`src/tx_gain_pkg.sv`:
```
// Shared constants, types and register map for the transmit interpolation and gain block.
package tx_gain_pkg;

	// Data path and register widths.
	localparam int DATA_W = 10;
	localparam int GAIN_W = 6;
	localparam int ADDR_W = 7;
	localparam int REG_W  = 8;

	// Register offsets on the serial port.
	localparam logic [ADDR_W-1:0] ADDR_TX_ATTEN  = 7'h0A;
	localparam logic [ADDR_W-1:0] ADDR_PORT_SEL  = 7'h0B;
	localparam logic [ADDR_W-1:0] ADDR_FORMAT    = 7'h0C;
	localparam logic [ADDR_W-1:0] ADDR_ROUTING   = 7'h0E;
	localparam logic [ADDR_W-1:0] ADDR_MIRROR    = 7'h10;
	localparam logic [ADDR_W-1:0] ADDR_OFFSET    = 7'h12;

	// Field positions.
	localparam int SPI_UPDATE_BIT = 6;
	localparam int SEL_TX_BIT     = 6;
	localparam int SEL_RX_BIT     = 5;
	localparam int FMT_INTERP_LSB = 6;
	localparam int DIRECT_OUT_BIT = 0;
	localparam int MIRROR_OVR_BIT = 7;
	localparam int MIRROR_N_W     = 3;
	localparam int OFFSET_W       = 3;

	// Reset values.
	localparam logic [GAIN_W-1:0]     TX_CODE_RESET  = 6'h00;
	localparam logic [REG_W-1:0]      PORT_SEL_RESET = 8'h00;
	localparam logic [REG_W-1:0]      FORMAT_RESET   = 8'h00;
	localparam logic [REG_W-1:0]      ROUTING_RESET  = 8'h00;
	localparam logic [MIRROR_N_W-1:0] MIRROR_N_RESET = 3'h4;
	localparam logic [MIRROR_N_W-1:0] MIRROR_N_MAX   = 3'h4;
	localparam logic [OFFSET_W-1:0]   OFFSET_RESET   = 3'h0;

	// Interpolation factor codes.
	localparam logic [1:0] INTERP_4X = 2'h0;
	localparam logic [1:0] INTERP_2X = 2'h1;

	// Attenuation spans in milli-dB and the step counts derived from them.
	localparam int STEP_MDB     = 500;
	localparam int DAC_SPAN_MDB = 7500;
	localparam int AMP_SPAN_MDB = 19500;
	localparam int AMP_STEP_MDB = 6000;
	localparam logic [GAIN_W-1:0] DAC_STEPS   = 6'(DAC_SPAN_MDB / STEP_MDB);
	localparam logic [GAIN_W-1:0] TOTAL_STEPS = 6'(AMP_SPAN_MDB / STEP_MDB);
	localparam logic [GAIN_W-1:0] AMP_UNIT    = 6'(AMP_STEP_MDB / STEP_MDB);
	localparam logic [GAIN_W-1:0] AMP_UNIT2   = 6'(2 * AMP_STEP_MDB / STEP_MDB);

	// Serial frame: read flag, seven address bits, eight data bits.
	localparam logic [4:0] SPI_LAST_BIT = 5'(16 - 1);
	localparam logic [4:0] SPI_HEAD_END = 5'(8 - 1);

	// Rates: the clock is the converter update clock.
	localparam int CLK_HZ       = 20_000_000;
	localparam int MAX_IN_MSPS  = 80;
	localparam int MAX_DAC_MSPS = 200;
	localparam int CLK_PER_IN_2X = 2;
	localparam int CLK_PER_IN_4X = 4;
	localparam logic [1:0] DIV_LAST_BYP = 2'h0;
	localparam logic [1:0] DIV_LAST_2X  = 2'(CLK_PER_IN_2X - 1);
	localparam logic [1:0] DIV_LAST_4X  = 2'(CLK_PER_IN_4X - 1);

	// Half-band stages: tap counts and nonzero coefficient pairs.
	localparam int TAPS1     = 43;
	localparam int TAPS2     = 11;
	localparam int HALF1     = (TAPS1 + 1) / 4;
	localparam int HALF2     = (TAPS2 + 1) / 4;
	localparam int COEF_FRAC = 15;
	typedef logic signed [15:0] coef_type;
	localparam coef_type COEF1 [HALF1] = '{16'sh50B4, 16'shE520, 16'sh100E, 16'shF4C0,
		16'sh0866, 16'shF998, 16'sh04D8, 16'shFC68, 16'sh0294, 16'shFE48, 16'sh0144};
	localparam coef_type COEF2 [HALF2] = '{16'sh4E20, 16'shEE00, 16'sh03E0};

	// Latency in half input periods, then in clocks, and the alignment padding.
	localparam int LAT2X_HALF  = 43;
	localparam int LAT4X_HALF  = 48;
	localparam int LAT2X_CLK   = LAT2X_HALF * CLK_PER_IN_2X / 2;
	localparam int LAT4X_CLK   = LAT4X_HALF * CLK_PER_IN_4X / 2;
	localparam int FILT2X_CLK  = HALF1 * CLK_PER_IN_2X + 2;
	localparam int FILT4X_CLK  = HALF1 * CLK_PER_IN_4X + HALF2 * 2 + 4;
	localparam logic [5:0] PAD_2X = 6'(LAT2X_CLK - FILT2X_CLK);
	localparam logic [5:0] PAD_4X = 6'(LAT4X_CLK - FILT4X_CLK);

	typedef enum logic [1:0] {PD_ON, PD_WAIT, PD_OFF} pd_state_type;

	typedef struct packed {
		logic [3:0] dac_atten;
		logic [1:0] amp_step;
		logic       amp_enable;
	} tx_gain_type;

	typedef struct packed {
		logic              rd;
		logic [ADDR_W-1:0] addr;
		logic [REG_W-1:0]  data;
	} spi_frame_type;

endpackage

```
`src/tx_interpolation_gain_control.sv`:
```
// Transmit interpolator, attenuation control and serial register file.
// Notes on behaviour
// - Attenuation splits: converter 7.5 dB, amplifier 12 dB, 19.5 dB in all.
// - One 6-bit gain word, mapped to stage settings.
// - Direct output: only four low bits count.
// - Attenuation loads from parallel port or serial.
// - Serial writes and reads attenuation code.
// - Reset: zero attenuation, parallel port not routed.
// - Port select bits route port to gains.
// - Format bits choose 4x or 2x.
// - Input rate and converter rate limits respected.
// - Two cascaded half-band stages, 43 and 11.
// - Latency 21.5 or 24 input periods.
// - Bypass sends input words straight out.
// - Half-duplex power-down waits programmable delay.
// - Routing bit zero disables the amplifier.
// - Mirror gain 0 to 4, resets to 4.
// - Mirror writes ignored without override bit.
// - Parallel port loads with no strobe.
module tx_interpolation_gain_control
	import tx_gain_pkg::*;
#(
	parameter int DLY_DEPTH = 64,
	parameter int PD_DLY_W  = 8
) (
	input  wire logic                     i_mclk,
	input  wire logic                     i_reset,
	input  wire logic                     i_sclk,
	input  wire logic                     i_sdi,
	input  wire logic                     i_spi_en_n,
	input  wire logic [GAIN_W-1:0]        i_gain_word_port,
	input  wire logic signed [DATA_W-1:0] i_tx_word,
	input  wire logic                     i_filter_bypass,
	input  wire logic                     i_hd_pd_enable,
	input  wire logic                     i_tx_active,
	input  wire logic [PD_DLY_W-1:0]      i_pd_delay,
	output logic                          o_sdo,
	output logic                          o_sdo_oe,
	output logic                          o_word_take,
	output logic signed [DATA_W-1:0]      o_tx_word,
	output tx_gain_type                   o_gain,
	output logic [GAIN_W-1:0]             o_rx_gain,
	output logic [MIRROR_N_W-1:0]         o_mirror_gain,
	output logic [OFFSET_W-1:0]           o_mirror_offset,
	output logic                          o_tx_powered
);

	localparam int DLY_AW = $clog2(DLY_DEPTH);

	// Serial port state.
	logic                   sclk_prev_reg;
	logic [4:0]             bit_cnt_reg;
	logic [14:0]            shift_reg;
	logic [REG_W-1:0]       sdo_shift_reg;
	// Register file.
	logic [GAIN_W-1:0]      tx_code_reg;
	logic                   tx_spi_en_reg;
	logic [GAIN_W-1:0]      rx_gain_reg;
	logic [REG_W-1:0]       port_sel_reg;
	logic [REG_W-1:0]       format_reg;
	logic [REG_W-1:0]       routing_reg;
	logic                   mirror_ovr_reg;
	logic [MIRROR_N_W-1:0]  mirror_n_reg;
	logic [OFFSET_W-1:0]    offset_reg;
	// Data path and power state.
	logic [1:0]             div_cnt_reg;
	logic [DLY_AW-1:0]      wptr_reg;
	logic signed [DATA_W-1:0] dly_mem [DLY_DEPTH];
	pd_state_type           pd_state_reg;
	pd_state_type           pd_next;
	logic [PD_DLY_W-1:0]    pd_cnt_reg;

	// Returns true when a completed write targets the given offset.
	function automatic logic wr_hit(input logic wr, input spi_frame_type f,
			input logic [ADDR_W-1:0] a);
		return wr && (f.addr == a);
	endfunction

	// Serial frame decode; inputs share the clock, so no synchroniser is needed.
	spi_frame_type          frame;
	wire                    sclk_rise  = i_sclk & ~sclk_prev_reg;
	wire                    sclk_fall  = ~i_sclk & sclk_prev_reg;
	wire                    frame_done = sclk_rise && !i_spi_en_n && (bit_cnt_reg == SPI_LAST_BIT);
	wire                    head_done  = sclk_rise && !i_spi_en_n && (bit_cnt_reg == SPI_HEAD_END);
	wire                    head_rd    = shift_reg[ADDR_W-1];
	wire [ADDR_W-1:0]       head_addr  = {shift_reg[ADDR_W-2:0], i_sdi};
	wire                    wr_now     = frame_done && !frame.rd;
	assign frame = {shift_reg, i_sdi};

	// Write strobes per register.
	wire wr_tx_atten = wr_hit(wr_now, frame, ADDR_TX_ATTEN);
	wire wr_port_sel = wr_hit(wr_now, frame, ADDR_PORT_SEL);
	wire wr_format   = wr_hit(wr_now, frame, ADDR_FORMAT);
	wire wr_routing  = wr_hit(wr_now, frame, ADDR_ROUTING);
	wire wr_mirror   = wr_hit(wr_now, frame, ADDR_MIRROR);
	wire wr_offset   = wr_hit(wr_now, frame, ADDR_OFFSET);

	// Read-back selection; unmapped offsets read as zero.
	wire [REG_W-1:0] read_word =
		(head_addr == ADDR_TX_ATTEN) ? {1'b0, tx_spi_en_reg, tx_code_reg} :
		(head_addr == ADDR_PORT_SEL) ? port_sel_reg :
		(head_addr == ADDR_FORMAT)   ? format_reg :
		(head_addr == ADDR_ROUTING)  ? routing_reg :
		(head_addr == ADDR_MIRROR)   ? {mirror_ovr_reg, 4'h0, mirror_n_reg} :
		(head_addr == ADDR_OFFSET)   ? {5'h00, offset_reg} : 8'h00;

	// Shifts serial bits in on rising edges and read data out on falling edges.
	always_ff @(posedge i_mclk or posedge i_reset) begin
		if (i_reset) begin
			sclk_prev_reg <= 1'b0;
			bit_cnt_reg   <= '0;
			shift_reg     <= '0;
			sdo_shift_reg <= '0;
			o_sdo         <= 1'b0;
			o_sdo_oe      <= 1'b0;
		end else begin
			sclk_prev_reg <= i_sclk;
			if (i_spi_en_n) begin
				bit_cnt_reg <= '0;
				o_sdo_oe    <= 1'b0;
			end else begin
				if (sclk_rise) begin
					shift_reg   <= {shift_reg[13:0], i_sdi};
					bit_cnt_reg <= bit_cnt_reg + 5'h01;
				end
				if (head_done && head_rd) begin
					sdo_shift_reg <= read_word;
					o_sdo_oe      <= 1'b1;
				end else if (sclk_fall && o_sdo_oe) begin
					o_sdo         <= sdo_shift_reg[REG_W-1];
					sdo_shift_reg <= {sdo_shift_reg[REG_W-2:0], 1'b0};
				end
			end
		end
	end

	// Gain registers: a serial write wins over the parallel port in the same cycle.
	always_ff @(posedge i_mclk or posedge i_reset) begin
		if (i_reset) begin
			tx_code_reg   <= TX_CODE_RESET;
			tx_spi_en_reg <= 1'b0;
			rx_gain_reg   <= TX_CODE_RESET;
		end else begin
			if (wr_tx_atten) begin
				tx_spi_en_reg <= frame.data[SPI_UPDATE_BIT];
				if (frame.data[SPI_UPDATE_BIT]) begin
					tx_code_reg <= frame.data[GAIN_W-1:0];
				end
			end else if (port_sel_reg[SEL_TX_BIT]) begin
				tx_code_reg <= i_gain_word_port;
			end
			if (port_sel_reg[SEL_RX_BIT]) begin
				rx_gain_reg <= i_gain_word_port;
			end
		end
	end

	// Configuration registers.
	always_ff @(posedge i_mclk or posedge i_reset) begin
		if (i_reset) begin
			port_sel_reg   <= PORT_SEL_RESET;
			format_reg     <= FORMAT_RESET;
			routing_reg    <= ROUTING_RESET;
			mirror_ovr_reg <= 1'b0;
			mirror_n_reg   <= MIRROR_N_RESET;
			offset_reg     <= OFFSET_RESET;
		end else begin
			if (wr_port_sel) port_sel_reg <= frame.data;
			if (wr_format) format_reg <= frame.data;
			if (wr_routing) routing_reg <= frame.data;
			if (wr_offset) offset_reg <= frame.data[OFFSET_W-1:0];
			if (wr_mirror && frame.data[MIRROR_OVR_BIT]) begin
				mirror_ovr_reg <= 1'b1;
				mirror_n_reg   <= (frame.data[MIRROR_N_W-1:0] > MIRROR_N_MAX) ?
					MIRROR_N_MAX : frame.data[MIRROR_N_W-1:0];
			end
		end
	end

	// Attenuation lookup: amplifier takes 6 dB steps, converter the 0.5 dB remainder.
	wire                direct      = routing_reg[DIRECT_OUT_BIT];
	wire [GAIN_W-1:0]   capped_code = (tx_code_reg > TOTAL_STEPS) ? TOTAL_STEPS : tx_code_reg;
	wire [1:0]          amp_step    = (capped_code >= AMP_UNIT2) ? 2'h2 :
		(capped_code >= AMP_UNIT) ? 2'h1 : 2'h0;
	wire [GAIN_W-1:0]   dac_full    = capped_code - ((amp_step == 2'h2) ? AMP_UNIT2 :
		(amp_step == 2'h1) ? AMP_UNIT : 6'h00);
	tx_gain_type        gain_next;
	// One driver for the whole struct keeps the fields from fighting over the variable.
	assign gain_next = '{
		dac_atten:  direct ? tx_code_reg[3:0] : dac_full[3:0],
		amp_step:   direct ? 2'h0 : amp_step,
		amp_enable: !direct
	};

	// Rate divider: one input word is taken per 1, 2 or 4 converter updates.
	wire       is2x     = format_reg[FMT_INTERP_LSB +: 2] == INTERP_2X;
	wire [1:0] div_last = i_filter_bypass ? DIV_LAST_BYP : is2x ? DIV_LAST_2X : DIV_LAST_4X;
	always_ff @(posedge i_mclk or posedge i_reset) begin
		if (i_reset) begin
			div_cnt_reg <= '0;
			o_word_take <= 1'b0;
		end else begin
			div_cnt_reg <= (div_cnt_reg == div_last) ? 2'h0 : div_cnt_reg + 2'h1;
			o_word_take <= (div_cnt_reg == div_last);
		end
	end

	// Two cascaded half-band stages; 2x mode uses only the first.
	logic signed [DATA_W-1:0] s1_word;
	logic signed [DATA_W-1:0] s2_word;
	logic                     s1_valid;
	wire                      s1_out_en = is2x | ~div_cnt_reg[0];

	halfband_stage #(.HALF(HALF1), .COEF(COEF1)) first_stage (
		.i_mclk   (i_mclk),
		.i_reset  (i_reset),
		.i_in_en  (o_word_take),
		.i_out_en (s1_out_en),
		.i_word   (i_tx_word),
		.o_word   (s1_word),
		.o_valid  (s1_valid)
	);

	halfband_stage #(.HALF(HALF2), .COEF(COEF2)) second_stage (
		.i_mclk   (i_mclk),
		.i_reset  (i_reset),
		.i_in_en  (s1_valid),
		.i_out_en (1'b1),
		.i_word   (s1_word),
		.o_word   (s2_word),
		.o_valid  ()
	);

	// Alignment delay brings the filter latency to the fixed per-mode figure.
	wire signed [DATA_W-1:0] filt_word = is2x ? s1_word : s2_word;
	wire [DLY_AW-1:0]        rptr      = wptr_reg - DLY_AW'(is2x ? PAD_2X : PAD_4X);
	always_ff @(posedge i_mclk or posedge i_reset) begin
		if (i_reset) begin
			wptr_reg  <= '0;
			o_tx_word <= '0;
			for (int k = 0; k < DLY_DEPTH; k++) begin
				dly_mem[k] <= '0;
			end
		end else begin
			wptr_reg          <= wptr_reg + DLY_AW'(1);
			dly_mem[wptr_reg] <= filt_word;
			o_tx_word         <= i_filter_bypass ? i_tx_word : dly_mem[rptr];
		end
	end

	// Half-duplex power-down waits the programmed number of input words.
	always_comb begin
		unique case (pd_state_reg)
			PD_ON: pd_next = (i_hd_pd_enable && !i_tx_active) ? PD_WAIT : PD_ON;
			PD_WAIT: pd_next = (!i_hd_pd_enable || i_tx_active) ? PD_ON :
				(pd_cnt_reg >= i_pd_delay) ? PD_OFF : PD_WAIT;
			PD_OFF: pd_next = (!i_hd_pd_enable || i_tx_active) ? PD_ON : PD_OFF;
			default: pd_next = PD_ON; // The unused code recovers to powered.
		endcase
	end

	// Power state, delay counter and registered outputs.
	always_ff @(posedge i_mclk or posedge i_reset) begin
		if (i_reset) begin
			pd_state_reg <= PD_ON;
			pd_cnt_reg   <= '0;
			o_tx_powered <= 1'b1;
			o_gain       <= '{dac_atten: 4'h0, amp_step: 2'h0, amp_enable: 1'b1};
		end else begin
			pd_state_reg <= pd_next;
			pd_cnt_reg   <= (pd_state_reg != PD_WAIT) ? '0 :
				pd_cnt_reg + PD_DLY_W'(o_word_take);
			o_tx_powered <= (pd_next != PD_OFF);
			o_gain       <= gain_next;
		end
	end

	assign o_rx_gain       = rx_gain_reg;
	assign o_mirror_gain   = mirror_n_reg;
	assign o_mirror_offset = offset_reg;

	wire fourx = !i_filter_bypass && !is2x;
endmodule

```
`src/halfband_stage.sv`:
```
// One half-band 2x interpolation stage with saturating output.
module halfband_stage
	import tx_gain_pkg::*;
#(
	parameter int       HALF = HALF2,
	parameter coef_type COEF [HALF] = COEF2
) (
	input  wire logic                     i_mclk,
	input  wire logic                     i_reset,
	input  wire logic                     i_in_en,
	input  wire logic                     i_out_en,
	input  wire logic signed [DATA_W-1:0] i_word,
	output logic signed [DATA_W-1:0]      o_word,
	output logic                          o_valid
);

	localparam int ACC_W = 32;
	localparam logic signed [ACC_W-1:0] SAT_HI = ACC_W'(2 ** (DATA_W - 1) - 1);
	localparam logic signed [ACC_W-1:0] SAT_LO = ACC_W'(-(2 ** (DATA_W - 1)));

	logic signed [DATA_W-1:0] hist_reg [2*HALF];
	logic                     phase_reg;
	logic signed [ACC_W-1:0]  acc;
	logic signed [ACC_W-1:0]  scaled;
	logic signed [DATA_W-1:0] odd_word;
	logic signed [DATA_W-1:0] even_word;

	// Multiplies one coefficient by the sum of its symmetric sample pair.
	function automatic logic signed [ACC_W-1:0] pair_term(input coef_type c,
			input logic signed [DATA_W-1:0] a, input logic signed [DATA_W-1:0] b);
		logic signed [DATA_W:0] s;
		s = (DATA_W+1)'(a) + (DATA_W+1)'(b);
		return ACC_W'(c) * ACC_W'(s);
	endfunction

	// Only odd taps are nonzero, so the new phase is a sum of symmetric pairs.
	always_comb begin
		acc = '0;
		for (int k = 0; k < HALF; k++) begin
			acc = acc + pair_term(COEF[k], hist_reg[HALF-1-k], hist_reg[HALF+k]);
		end
	end

	// Scale back from the coefficient fraction and clip to the word range.
	assign scaled    = acc >>> COEF_FRAC;
	assign odd_word  = (scaled > SAT_HI) ? SAT_HI[DATA_W-1:0] :
		(scaled < SAT_LO) ? SAT_LO[DATA_W-1:0] : scaled[DATA_W-1:0];
	assign even_word = hist_reg[HALF-1];

	// Sample history shifts once per input word.
	always_ff @(posedge i_mclk or posedge i_reset) begin
		if (i_reset) begin
			for (int k = 0; k < 2 * HALF; k++) begin
				hist_reg[k] <= '0;
			end
		end else if (i_in_en) begin
			hist_reg[0] <= i_word;
			for (int k = 1; k < 2 * HALF; k++) begin
				hist_reg[k] <= hist_reg[k-1];
			end
		end
	end

	// Each output slot alternates between the filtered and the centre phase.
	always_ff @(posedge i_mclk or posedge i_reset) begin
		if (i_reset) begin
			o_word    <= '0;
			o_valid   <= 1'b0;
			phase_reg <= 1'b0;
		end else begin
			o_valid <= i_out_en;
			if (i_out_en) begin
				o_word    <= (i_in_en || phase_reg) ? odd_word : even_word;
				phase_reg <= !i_in_en;
			end
		end
	end

endmodule

```
`config.mk`:
```
export PLATFORM = sky130hd
export DESIGN_NAME = tx_interpolation_gain_control
export DESIGN_NICKNAME = d
export VERILOG_FILES = /design/src/tx_gain_pkg.sv /design/src/tx_interpolation_gain_control.sv /design/src/halfband_stage.sv
export SDC_FILE = /design/constraint.sdc
export NUM_CORES = 2
export LEC_CHECK = 0
export BUFFER_PORTS_ARGS = -buffer_cell sky130_fd_sc_hd__buf_4
export CORE_AREA = 2 2 380 382
export CTS_CLUSTER_SIZE = 16
export DETAILED_ROUTE_END_ITERATION = 8
export DIE_AREA = 0 0 382 384
export PLACE_DENSITY_LB_ADDON = 0.15
export SKIP_LAST_GASP = 1
export SLEW_MARGIN = 20
export SYNTH_ARGS = -nofsm -noshare
export SYNTH_HDL_FRONTEND = slang
export SYNTH_SLANG_ARGS = --single-unit
```
`constraint.sdc`:
```
create_clock -name i_mclk -period 29.6 [get_ports i_mclk]
set_input_delay 1.48 -clock i_mclk [delete_from_list [all_inputs] [get_ports i_mclk]]
set_output_delay 1.48 -clock i_mclk [all_outputs]
set_load 0.03 [all_outputs]
```
# Yosys cells after proc, flatten, opt, wreduce, memory -nomap -nowiden
# Cells that the tools add are included.
# op_classes
addsub,32
n_shift,0
eq_ne,23
order_cmp,12
multipliers,14
bitwise,10
n_div,0
n_reduce_logical,34
muxes,47
# ops
op,n
$bwmux W640,1
$add A32 B32 Y32,10
$add A10 B10 Y11,14
$mux W10,11
$mul A9 B11 Y20 const A,4
$mux W8,8
$bmux W10 S6,1
$demux W10 S6,1
$eq A7 B4 Y1 const B,8
$mul A8 B11 Y19 const A,2
$mul A7 B11 Y18 const A,2
$gt A17 B10 Y1 const B,2
$lt A17 B10 Y1 const B,2
$add A32 B21 Y32,1
$add A32 B22 Y32,1
$mux W6,5
$eq A7 B5 Y1 const B,4
$mul A14 B11 Y25 const A,1
$mul A13 B11 Y24 const A,1
$mul A12 B11 Y23 const A,1
$mul A11 B11 Y22 const A,1
$mul A6 B11 Y17 const A,1
$mul A5 B11 Y16 const A,1
$mux W2,8
36 further kinds,81
# word_totals
word_cells,294
out_inout_bits,33
ramBits,0
mem_count,0
mem_bits_ro,0
input_bits,32
register_bits,1055
latchBits,0

# Depth between registers and ports, before layout
# logic_depth
ltp_word,16
ltp_mapped,51

# Cells and area by module
# A second synthesis with hierarchy kept.
# unflattened
cells_unflattened,7561
hier_area_um2,79776.5
# by_module_without_submodules
module,n_inst,area_each_um2,cells_per_inst
halfband_stage (first_stage),1,36562.6,3597
tx_interpolation_gain_control,1,33135.5,2951
halfband_stage (second_stage),1,10078.4,1013

# Worst setup path before layout
# Ideal clock, no wire load.
# synth_timing
path_type,flip-flop to flip-flop
from,register first_stage.hist_reg[50] in the netlist's numbering
to,register first_stage.o_word[7]
path_stages_with_launch,52
slack_ns,18.517
required_ns,29.523
synth_period_minus_slack_ns,11.083
arrival_time_ns,11.005
path_cell_list,dfrtp_1 ha_1 fa_1 a21oi_1 nor2_1 nor2_1 o21bai_1 a21oi_1 o21bai_1 a21oi_1 nor2b_1 nor3_1 mux2i_1 inv_1 ha_1 inv_1 fa_1 fa_1 (+16 left out) inv_1 fa_1 fa_1 inv_1 fa_1 inv_1 ha_1 inv_1 a211oi_1 o2111ai_1 a31o_2 nor3b_1 nor4_1 nor2b_1 o32a_1 clkbuf_1 nand3_1 a21oi_1
# synth_via
elab_chain_cells,12
elab_cells_between_ends,13
cone_classes,7 x add/sub; 1 x mul; 2 x order compare; 3 x mux
# synth_lines
item,line_no,source
"start, declared",halfband_stage.sv:21,logic signed [DATA_W-1:0] hist_reg [2*HALF];
"start signal, assigned by index",halfband_stage.sv:59,hist_reg[k] <= hist_reg[k-1];
$add A10 B10 Y11 *,halfband_stage.sv:32,s = (DATA_W+1)'(a) + (DATA_W+1)'(b);
$mul A9 B11 Y20 *,halfband_stage.sv:33,return ACC_W'(c) * ACC_W'(s);
$add A32 B32 Y32 * (5 in series),halfband_stage.sv:40,"acc = acc + pair_term(COEF[k], hist_reg[HALF-1-k], hist_reg[HALF+k]);"
$add A32 B21 Y32 *,halfband_stage.sv:40,
$lt A17 B10 Y1,halfband_stage.sv:47,(scaled < SAT_LO) ? SAT_LO[DATA_W-1:0] : scaled[DATA_W-1:0];
$mux W10,halfband_stage.sv:47,
$mux W10 *,halfband_stage.sv:46,assign odd_word = (scaled > SAT_HI) ? SAT_HI[DATA_W-1:0] :
$mux W10 *,halfband_stage.sv:73,o_word <= (i_in_en || phase_reg) ? odd_word : even_word;
"end signal, assigned",halfband_stage.sv:73,
"end, declared",halfband_stage.sv:13,"output logic signed [DATA_W-1:0] o_word,"
# Mark *: on every way between the ends. The rest lies on a longest branch, timed or not.
# A chain may end at the register's enable or synchronous reset.

# Worst setup path after layout
# layout_timing
from,register first_stage.hist_reg[190] in the netlist's numbering
to,register first_stage.o_word[7]
# layout_via
elab_chain_cells,9
elab_cells_between_ends,10
cone_classes,4 x add/sub; 1 x mul; 2 x order compare; 3 x mux
# layout_lines
item,line_no
$add A10 B10 Y11 *,halfband_stage.sv:32
$mul A9 B11 Y20 *,halfband_stage.sv:33
$add A32 B32 Y32 * (2 in series),halfband_stage.sv:40
$add A32 B21 Y32 *,halfband_stage.sv:40
$lt A17 B10 Y1,halfband_stage.sv:47
$mux W10,halfband_stage.sv:47
$mux W10 *,halfband_stage.sv:46
$mux W10 *,halfband_stage.sv:73
# Marked as above.

==> impl_metrics.ini <==
[timing]
tightest_slew_ns = 1.03
fin_crit_sh_pct = 42.5
period_minus_slack_ns = 12.58
fmax_mhz = 79.5
relSlewSlack_pct = 31.1
hold_viol = 0
slew_viol_final = 0
skew_ns = 0.106
rsz0062_at_grt = no
setup_violations = 0
finalSetupTns_ns = 0

[floorplan]
ios = 65
rows = 139
die_h_um = 384
initial_core_util_pct = 54.5
die_x_um = 382
fp.dieArea_um2 = 147000
core_region_area_um2 = 143000

[placement]
gp_congestion = 0.906
port_buffers = 64
dp.cells = 9115
dp_hpwl_um = 140000

[layout]
n_antenna_cell = 0
layout_common_cells = inv_1 (1052), dfrtp_1 (1050), ha_1 (939)
largest_reg_flops = 640
final_common_cell = inv_1
instances_no_fill = 9324
areaGrowthSynthToFinish_pct = 8.32
drive_gt1_share_pct = 12.7
nets = 8790

[detailed_routing]
drc = 0
vias_per_cell = 5.50
totalWireLength_um = 183000
drtPass1Iterations = 6
first_iter_violations = 2785
wire_per_inst_um = 19.7
vias = 51300
antenna_left = 0

[setup_path]
crit_family = adder cells
cp_num_buf_inv = 8
cp-end-kind = register
crit_path_start_kind = register
required_ns = 30.23
path_max_fanout = 9
worstSetupPathType = register to register
max_stage_delay_ns = 0.71
cp_data_arrival_time_ns = 13.21
critPathSlowestCell = mux2i_1

[global_routing]
grt_pass1_vias = 53100
grt_pass1_wl_um = 297000
grt_max_degree = 152
antenna_found_initial = 5
grtUsageTotal_pct = 25.8
grt_overflow = 0

[logic_synthesis]
synth_xor_area_share_pct = 3.84
async_reset_ff_share_pct = 100
synthFlopType = dfrtp_1
synth_compound_area_share_pct = 9.70
synth_edf_count = 0
synth_mux_area_share_pct = 11.4
ys_ff_latch = 1055
synth_nets = 8839
synth_top_area_share_pct = 33.8
ys_warn_count = 0
ys_seq_area_share_pct = 33.9
synth.top_cells.by_area = dfrtp_1 (34%), ha_1 (15%), fa_1 (13%), mux4_2 (5.8%), inv_1 (5.1%)
synthAdderAreaFrac_pct = 27.7
yosys.area_share.simple_pct = 6.93
synth_cell_types = 77
synthCells = 7378
synth_top_family_by_area = adder cells
yosysTopAreaCell = dfrtp_1
syn_area_um2 = 77900
syn_avg_cell_area_um2 = 10.6

[clock_tree]
hold_buffers = 0
clockBufferDepth = 3
clkTransAtPathRegs_ns = 0.07
clockRootBuffer = clkbuf_16
post-cts-setup-buffers = 0
clock_latency_ns = 0.79
cts_sinks = 1055
cts_resized = 0
cts_made_buffers = 112
cts_tree = built
htreeDepth = 3

[hold_path]
min_path_type = register to register

[run]
drv_cap = 0

[run_status]
outcome = completed
-- tightest hold or removal path, cell delays in order, from the launching register on --
cell	delay (ns)
dfrtp_1	0.33
nand2_1	0.05
o21ai_0	0.06
-- through the flow --
step	util, %	cell area [µm²]	hold WS [ns]	setup slack, ns
floorplan	-	77900	0.436	13.57
detailed placement	56.3	80400	0.465	17.18
finish	59.1	84300	0.473	17.02
CTS	59.0	84200	0.478	17.06
global placement	56.3	80400	0.456	17.39
global route	59.1	84300	0.496	16.02
-- path summary, 6_finish.rpt --
kind	startpoint	slack, ns	end	depth (start not counted)
max	first_stage.hist_reg[190]	17.02	first_stage.o_word[7]	48
min	dly_mem[409]	0.47	dly_mem[409]	2
max reg2reg	first_stage.hist_reg[190]	17.02	first_stage.o_word[7]	48
min reg2reg	dly_mem[409]	0.47	dly_mem[409]	2
max in group asynchronous	i_reset	24.96	first_stage.hist_reg[70]	6
min in group asynchronous	i_reset	0.76	dly_mem[478]	2
-- cell usage after synthesis (all sizes together) (4+ instances only) --
library cell / instances
nor3: 52
o211ai: 8
a221o: 10
mux2: 346
a2111oi: 4
a31o: 7
xor2: 99
and3: 10
o22ai: 7
o21ai: 337
a211oi: 13
nor4: 4
nand3: 34
mux2i: 47
and2: 10
mux4: 200
ha: 941
clkbuf: 287
nor2: 643
inv: 1053
nand2: 348
fa: 488
or3: 27
o21a: 16
a21o: 84
a21boi: 11
nand2b: 38
nand3b: 10
o21bai: 88
dfrtp: 1052
nor4b: 5
a311oi: 7
xnor2: 242
or2: 13
a31oi: 9
a21oi: 704
nand4: 6
nor2b: 47
buf: 20
-- kinds of logic after synthesis --
kind of cell | count (synthesis)
AO/OA/AOI/OAI | 1339
AND/OR/NAND/NOR | 1261
XOR/XNOR | 341
flip-flops | 1055
multiplexers | 593
buffers and inverters | 1360
adder cells (fa/ha/maj) | 1429
-- layout make-up --
cell class | instances | area, µm²
multi-input combinational | 4963 | 46600
clock buffer | 164 | 3250
tap | 1903 | 2380
timing repair buffer | 144 | 1160
inverter | 1053 | 3960
sequential | 1055 | 26400
fill | 12000 | 58500
clock inverter | 42 | 597
-- routing by layer --
metal | GRT usage [%] | up-vias | wire length, µm | share of wire, %
met5 | 0 | - | 9 | 0.0049
met3 | 3.03 | 235 | 7110 | 3.9
met1 | 36.5 | 25700 | 82900 | 45
met2 | 42.6 | 793 | 88300 | 48
met4 | 6.63 | 2 | 5030 | 2.7
li1 | - | 24600 | - | -
Power is left out: the tool's default activity adds up to more than one toggle a clock period on the data nets, which glitch-free logic cannot reach.
